### config.mk
export PLATFORM = sky130hd
export DESIGN_NAME = blfc_core
export DESIGN_NICKNAME = d
export VERILOG_FILES = /design/src/hw/blfc_pkg.sv /design/src/hw/blfc_core.sv
export VERILOG_INCLUDE_DIRS = /design/src /design/src/hw
export SDC_FILE = /design/constraint.sdc
export NUM_CORES = 1
export LEC_CHECK = 0
export ABC_AREA = 1
export BUFFER_PORTS_ARGS = -buffer_cell sky130_fd_sc_hd__buf_4
export CAP_MARGIN = 20
export CELL_PAD_IN_SITES_DETAIL_PLACEMENT = 0
export CELL_PAD_IN_SITES_GLOBAL_PLACEMENT = 1
export CORE_MARGIN = 1.5
export CORE_UTILIZATION = 35
export CTS_CLUSTER_SIZE = 14
export DETAILED_ROUTE_END_ITERATION = 10
export PLACE_DENSITY_LB_ADDON = 0.1
export SKIP_LAST_GASP = 1
export SLEW_MARGIN = 20
export SYNTH_ARGS = -nofsm -noshare
export SYNTH_HDL_FRONTEND = slang
export SYNTH_SLANG_ARGS = --single-unit
### constraint.sdc
create_clock -name clk -period 3.73 [get_ports clk]
set_input_delay 0.1865 -clock clk [delete_from_list [all_inputs] [get_ports clk]]
set_output_delay 0.1865 -clock clk [all_outputs]
set_load 0.1 [all_outputs]
### src/hw/blfc_regs.svh
`ifndef BLFC_REGS_SVH
`define BLFC_REGS_SVH
// ****************************************
// Register offsets
// ****************************************
`define BLFC_OFS_CTRL 8'h03
`define BLFC_OFS_PRI 8'h04
`define BLFC_OFS_SEC 8'h05
`define BLFC_OFS_GPIO 8'h06
`define BLFC_OFS_PWMSEL 8'h2B
// ****************************************
// Field positions
// ****************************************
`define BLFC_BIT_EN_SEC 0
`define BLFC_BIT_EN_PRI 1
`define BLFC_BIT_COMB 2
`define BLFC_BIT_FADE_EN 3
`define BLFC_BIT_FADE_SEL 4
`define BLFC_BIT_SLOPE 5
`define BLFC_BIT_PWM_PIN 4
`define BLFC_BIT_PWM_PRI 0
`define BLFC_BIT_PWM_SEC 1
// ****************************************
// Reset values and timing
// ****************************************
`define BLFC_RST_BYTE 8'h00
`define BLFC_CLK_HZ 125000000
`define BLFC_FULL_SLOW_MS 1300
`define BLFC_FULL_FAST_MS 650
`define BLFC_STEPS 255
// Step interval in cycles, rounded down so a fade never runs long.
`define BLFC_STEP_SLOW_CYC \
   ((`BLFC_CLK_HZ / 1000 * `BLFC_FULL_SLOW_MS) / `BLFC_STEPS)
`define BLFC_STEP_FAST_CYC \
   ((`BLFC_CLK_HZ / 1000 * `BLFC_FULL_FAST_MS) / `BLFC_STEPS)
`endif

### src/hw/blfc_pkg.sv
`default_nettype none
package blfc_pkg;
   typedef struct packed {
      logic slope;
      logic fade_sel;
      logic fade_en;
      logic combined_display;
      logic en_pri;
      logic en_sec;
   } blfc_ctrl_t;
   typedef struct packed {
      logic we;
      logic [7:0] addr;
      logic [7:0] wdata;
   } blfc_wr_t;
endpackage
`default_nettype wire

### src/hw/blfc_core.sv
// Behaviour
// - Each string sinks 0.1 mA per code step.
// - Primary code at 04H, secondary at 05H.
// - Combined bit makes both follow primary code.
// - Offset 2BH bits enable PWM gating per string.
// - PWM pin used only while pin-enable set.
// - PWM high conducts, low turns string off.
// - Fading happens only while fade-enable is set.
// - Full-scale fade 1.3 s, or 0.65 s fast.
// - Fade-select picks primary or secondary string.
// - Combined with select zero fades both strings.
// - Smaller changes fade proportionally shorter.
`include "blfc_regs.svh"
`default_nettype none
module blfc_core
   import blfc_pkg::*;
#(
   parameter int unsigned STEP_SLOW = `BLFC_STEP_SLOW_CYC,
   parameter int unsigned STEP_FAST = `BLFC_STEP_FAST_CYC
) (
   input wire logic clk,
   input wire logic rst_b,
   input wire blfc_wr_t wr,
   input wire logic [7:0] rd_addr,
   output logic [7:0] rd_data,
   input wire logic pwm_pin,
   output logic [7:0] pri_code,
   output logic [7:0] sec_code,
   output logic fade_busy
);
   // ****************************************
   // Registers
   // ****************************************
   logic [7:0] ctrl_q, pri_q, sec_q, gpio_q, pwmsel_q;
   logic [7:0] pri_eff_q, sec_eff_q;
   logic [23:0] tick_q;
   logic pwm_m_q, pwm_s_q;
   blfc_ctrl_t ctrl;
   assign ctrl = blfc_ctrl_t'(ctrl_q[5:0]);

   wire wr_ctrl = wr.we && wr.addr == `BLFC_OFS_CTRL;
   wire wr_pri = wr.we && wr.addr == `BLFC_OFS_PRI;
   wire wr_sec = wr.we && wr.addr == `BLFC_OFS_SEC;
   wire wr_gpio = wr.we && wr.addr == `BLFC_OFS_GPIO;
   wire wr_pwm = wr.we && wr.addr == `BLFC_OFS_PWMSEL;

   always_ff @(posedge clk) begin
      if (!rst_b) begin
         ctrl_q <= `BLFC_RST_BYTE;
         pri_q <= `BLFC_RST_BYTE;
         sec_q <= `BLFC_RST_BYTE;
         gpio_q <= `BLFC_RST_BYTE;
         pwmsel_q <= `BLFC_RST_BYTE;
      end else begin
         if (wr_ctrl) ctrl_q <= {2'h0, wr.wdata[5:0]};
         if (wr_pri) pri_q <= wr.wdata;
         if (wr_sec) sec_q <= wr.wdata;
         if (wr_gpio) gpio_q <= {3'h0, wr.wdata[4], 4'h0};
         if (wr_pwm) pwmsel_q <= {6'h0, wr.wdata[1:0]};
      end
   end

   // ****************************************
   // Register readback
   // ****************************************
   always_comb begin
      case (rd_addr)
         `BLFC_OFS_CTRL: rd_data = ctrl_q;
         `BLFC_OFS_PRI: rd_data = pri_q;
         `BLFC_OFS_SEC: rd_data = sec_q;
         `BLFC_OFS_GPIO: rd_data = gpio_q;
         `BLFC_OFS_PWMSEL: rd_data = pwmsel_q;
         default: rd_data = 8'h00;
      endcase
   end

   // ****************************************
   // Targets and fade routing
   // ****************************************
   wire [7:0] pri_tgt = pri_q;
   wire [7:0] sec_tgt = ctrl.combined_display ? pri_q : sec_q;
   wire fade_pri = ctrl.fade_en && !ctrl.fade_sel;
   // In combined mode the secondary ramps toward the primary code whenever fading is enabled, even with fade-select set.
   wire fade_sec = ctrl.fade_en &&
      (ctrl.fade_sel || ctrl.combined_display);
   wire [23:0] step_len = ctrl.slope ? 24'(STEP_FAST)
                                     : 24'(STEP_SLOW);
   wire tick = tick_q >= step_len - 24'h1;

   function automatic logic [7:0] step_to(input logic [7:0] cur,
                                          input logic [7:0] tgt);
      if (cur < tgt) return cur + 8'h01;
      else if (cur > tgt) return cur - 8'h01;
      else return cur;
   endfunction

   wire busy_any = (fade_pri && pri_eff_q != pri_tgt) ||
                   (fade_sec && sec_eff_q != sec_tgt);

   always_ff @(posedge clk) begin
      if (!rst_b) begin
         tick_q <= 24'h0;
         pri_eff_q <= 8'h00;
         sec_eff_q <= 8'h00;
      end else begin
         // Counter restarts while idle so each fade's first step
         // comes a full interval after the write.
         tick_q <= (!busy_any || tick) ? 24'h0 : tick_q + 24'h1;
         if (!fade_pri) pri_eff_q <= pri_tgt;
         else if (tick) pri_eff_q <= step_to(pri_eff_q, pri_tgt);
         if (!fade_sec) sec_eff_q <= sec_tgt;
         else if (tick) sec_eff_q <= step_to(sec_eff_q, sec_tgt);
      end
   end
   assign fade_busy = busy_any;

   // ****************************************
   // External PWM gating
   // ****************************************
   always_ff @(posedge clk) begin
      if (!rst_b) begin
         pwm_m_q <= 1'b0;
         pwm_s_q <= 1'b0;
      end else begin
         pwm_m_q <= pwm_pin;
         pwm_s_q <= pwm_m_q;
      end
   end
   wire pin_en = gpio_q[`BLFC_BIT_PWM_PIN];
   wire gate_pri = pin_en && pwmsel_q[`BLFC_BIT_PWM_PRI] && !pwm_s_q;
   wire gate_sec = pin_en && pwmsel_q[`BLFC_BIT_PWM_SEC] && !pwm_s_q;

   logic [7:0] pri_out_q, sec_out_q;
   always_ff @(posedge clk) begin
      if (!rst_b) begin
         pri_out_q <= 8'h00;
         sec_out_q <= 8'h00;
      end else begin
         pri_out_q <= (ctrl.en_pri && !gate_pri) ? pri_eff_q : 8'h00;
         sec_out_q <= (ctrl.en_sec && !gate_sec) ? sec_eff_q : 8'h00;
      end
   end
   assign pri_code = pri_out_q;
   assign sec_code = sec_out_q;
endmodule
`default_nettype wire

==> impl_metrics.yaml <==
timing:
  skew_ns: 0.00530
  slew_headroom_pct: 42.9
  fmax_mhz: 313
  finalHoldViolCount: 0
  setup_viol: 0
  period_needed_ns: 3.19
  tightest_slew_ns: 0.849
  period_share_pct: 85.6
  drv_slew: 0
  whs_ns: 0.0198
  setup_slack_ns: 0.536
  rsz0062_at_grt: "no"
  fin_setup_tns_ns: 0
final_layout:
  diodes: 0
  final_nets: 796
  area_growth_pct: 19.3
  fin_cells: 904
  nFillCells: 1401
  utilization_pct: 42.8
  drive_gt1_share_pct: 14.1
yosys:
  synth.cell_area_mm2: 0.00477
  synth_seq_cells: 83
  synth_top_cell_by_area: "dfxtp_1"
  synth_ff_type: "dfxtp_1"
  synth_edf_count: 0
  synth.area.top_cells: "dfxtp_1 35%, ha_1 11%, nand2_1 10%, nor2_1 6.7%, inv_1 6.6%"
  yosysWarnings: 0
  syn_area_per_cell_um2: 7.18
  synthDistinctLibCells: 40
  ys_async_sr_fraction_pct: 0
  synth-seq-area-share_pct: 34.8
  synth_cells: 665
  synth_top_cell_area_share_pct: 34.8
worst_hold_path:
  hp-class: "input port to flop"
  hp-start: "pwm_pin"
die:
  io_pins: 53
  core_area_mm2: 0.0133
  row_count: 42
  initial_core_util_pct: 35.9
  die_w_um: 120
  die_area_mm2: 0.0144
  dieHeight_um: 120
worst_setup_path:
  critical_path.startpoint: "ctrl_q[2]"
  rr_worst_depth: 16
  cp_max_fo: 16
  worstPathArrival_ns: 3.43
  criticalPathCategory: "flop to flop"
  cp_common_cell: "nand2_1"
  r2r_slack_ns: 0.54
  start_kind: "flop"
  worst_ep_required_time_ns: 3.97
  end_kind: "flop"
  crit_path_max_incr_delay_ns: 0.59
  slowest_stage: "dfxtp_1"
  crit_chain: "o21ai_0, ha_1, inv_1, nor2_1, o21bai_1, nand2_1, nand2_1, nand2_1, ha_1, a21o_1, nand2_1, nand3_1, o21ai_0, o21ai_0, nor2_1, nor2_1"
  crit_path_end: "sec_eff_q[6]"
  reg2reg_from: "ctrl_q[2]"
  r2r-end: "sec_eff_q[6]"
clock_network:
  clk_pin_slew_ns: 0.06
  numCtsBuffers: 9
  cts_resized: 0
  clockBufferDepth: 2
  clockRootBuffer: "clkbuf_16"
  cts_setup_buffers: 0
  ctsHoldBuffers: 0
  h-tree-depth: 3
  clock_sinks: 83
  clk_latency_ns: 0.35
  tritoncts: "built"
route:
  detail-route-antenna-nets: 0
  initialDrtViolationCount: 233
  post_drt_wl_per_cell_um: 14.0
  drtPass1Iterations: 4
  vias: 4437
  drc: 0
  wirelength_um: 12600
  vias_per_cell: 4.91
place:
  port_buffers: 52
  gp_congestion: 0.836
  placed_cells: 888
  dp.final_hpwl_um: 9710
  dpl_worst_slack_ns: 0.580
pwr:
  peakVddDrop_uv: 204
  p_per_area_mw_per_mm2: 345
  power_leakage_nw: 2.42
global_route:
  grt_start_max_net_pins: 33
  grt_use_total_pct: 18.4
  antenna_found_initial: 0
  grt_pass1_vias: 4139
  overflow: 0
  grt_pass1_wl_um: 20600
flow_run:
  max_cap_violations: 0
run_status:
  status: "finished clean"
-- cells by family after synthesis --
kind of cell / share of synthesized area [%]
xor gates and xnor gates: 1.83
other: 0.0785
buffers and inverters: 7.91
AOI/OAI and AO/OA: 15.5
adders and majority gates: 12.1
DFF: 34.8
and+or+nand+nor: 27.8
-- layer usage --
metal | global-route usage (%) | vias up | routed length, µm
li1 | - | 2314 | -
met1 | 25.5 | 2030 | 6460
met2 | 27.9 | 77 | 5450
met3 | 3.04 | 16 | 440
met4 | 8.26 | 0 | 283
met5 | 0 | - | 0
-- cell usage in the layout, fill, tap and decap left out, types with 2 or more instances in the layout --
master	netlist	final
nor2_2	5	5
xor2_1	4	4
nand4_1	8	8
a211oi_1	3	3
a21oi_1	51	51
o221ai_1	4	4
nor2_1	85	85
nor3b_1	5	5
nor2_4	2	2
conb_1	1	3
o21a_1	3	3
o21bai_1	2	2
nand3b_1	2	2
buf_4	0	55
inv_1	84	84
or2_2	5	5
inv_2	4	4
clkinvlp_4	0	2
clkbuf_16	0	9
nand3_1	31	31
nand2_2	6	6
o2111ai_1	2	2
nor3_1	10	10
dfxtp_1	83	83
nor3_2	4	4
nor4_1	3	3
fa_1	2	2
ha_1	43	43
a21o_1	3	3
bufinv_16	0	2
nand2_1	127	127
o21ai_0	53	53
xnor2_1	6	6
a31oi_1	7	7
-- cells in the mapped netlist (5+ instances only) --
library cell,number
inv_1,84
nor2_2,5
dfxtp_1,83
nor2_1,85
clkbuf_1,7
a31oi_1,7
nand2_2,6
nand4_1,8
nand3_1,31
nand2_1,127
ha_1,43
o21ai_0,53
nor3_1,10
or2_2,5
xnor2_1,6
nor3b_1,5
a21oi_1,51
-- per-stage QoR --
| stage | total power [mW] | cell area [µm²] |
|---|---|---|
| after floorplan | 0.960 | 4780 |
| after global placement | 1.00 | 5370 |
| after detailed placement | 1.00 | 5370 |
| after CTS | 2.00 | 5700 |
| after global routing | 2.04 | 5700 |
| final | 1.97 | 5700 |
-- cell type report --
type / instances / area (µm²) / area share [%]
Sequential cell: 83 / 1660 / 29.2
Multi-Input combinational cell: 486 / 2740 / 48.2
Tap cell: 176 / 220 / 3.87
Inverter: 88 / 330 / 5.80
Clock buffer: 10 / 239 / 4.20
Clock inverter: 6 / 88.8 / 1.56
Timing Repair Buffer: 55 / 413 / 7.25
-- how the worst min path moves through the flow --
| stage | endpoint | slack [ns] | depth (start not counted) |
|---|---|---|---|
| after floorplan | pwm_m_q | 0.28 | 2 |
| after global placement | pwm_m_q | 0.37 | 3 |
| after detailed placement | pwm_m_q | 0.37 | 3 |
| after CTS | pwm_m_q | 0.007 | 3 |
| after global routing | pwm_m_q | 0.02 | 3 |
| final | pwm_m_q | 0.02 | 3 |
-- worst max-delay path: cells and delay by family, from the launching register on --
kind	cells	cell delay [ns]
compound gates	5	0.84
flops	1	0.59
fa+ha+maj	2	0.78
simple gates	8	0.76
buf+inv	1	0.09
-- where the power goes --
part	switching [mW]	total [mW]	internal [mW]
clock	0.381	0.985	0.605
sequential	0.00175	0.892	0.890
combinational	0.0530	0.0894	0.0364
-- sequential cells by signal, summed over array words and instances, names as in the netlist --
register and cells:
pwmsel_q 2, pri_code 8, sec_eff_q 8, pri_eff_q 8, pri_q 8, sec_q 8
sec_code 8, pwm_m_q 1, pwm_s_q 1, tick_q 24, ctrl_q 6, gpio_q 1
No activity file was read; power rests on OpenSTA's default activity.
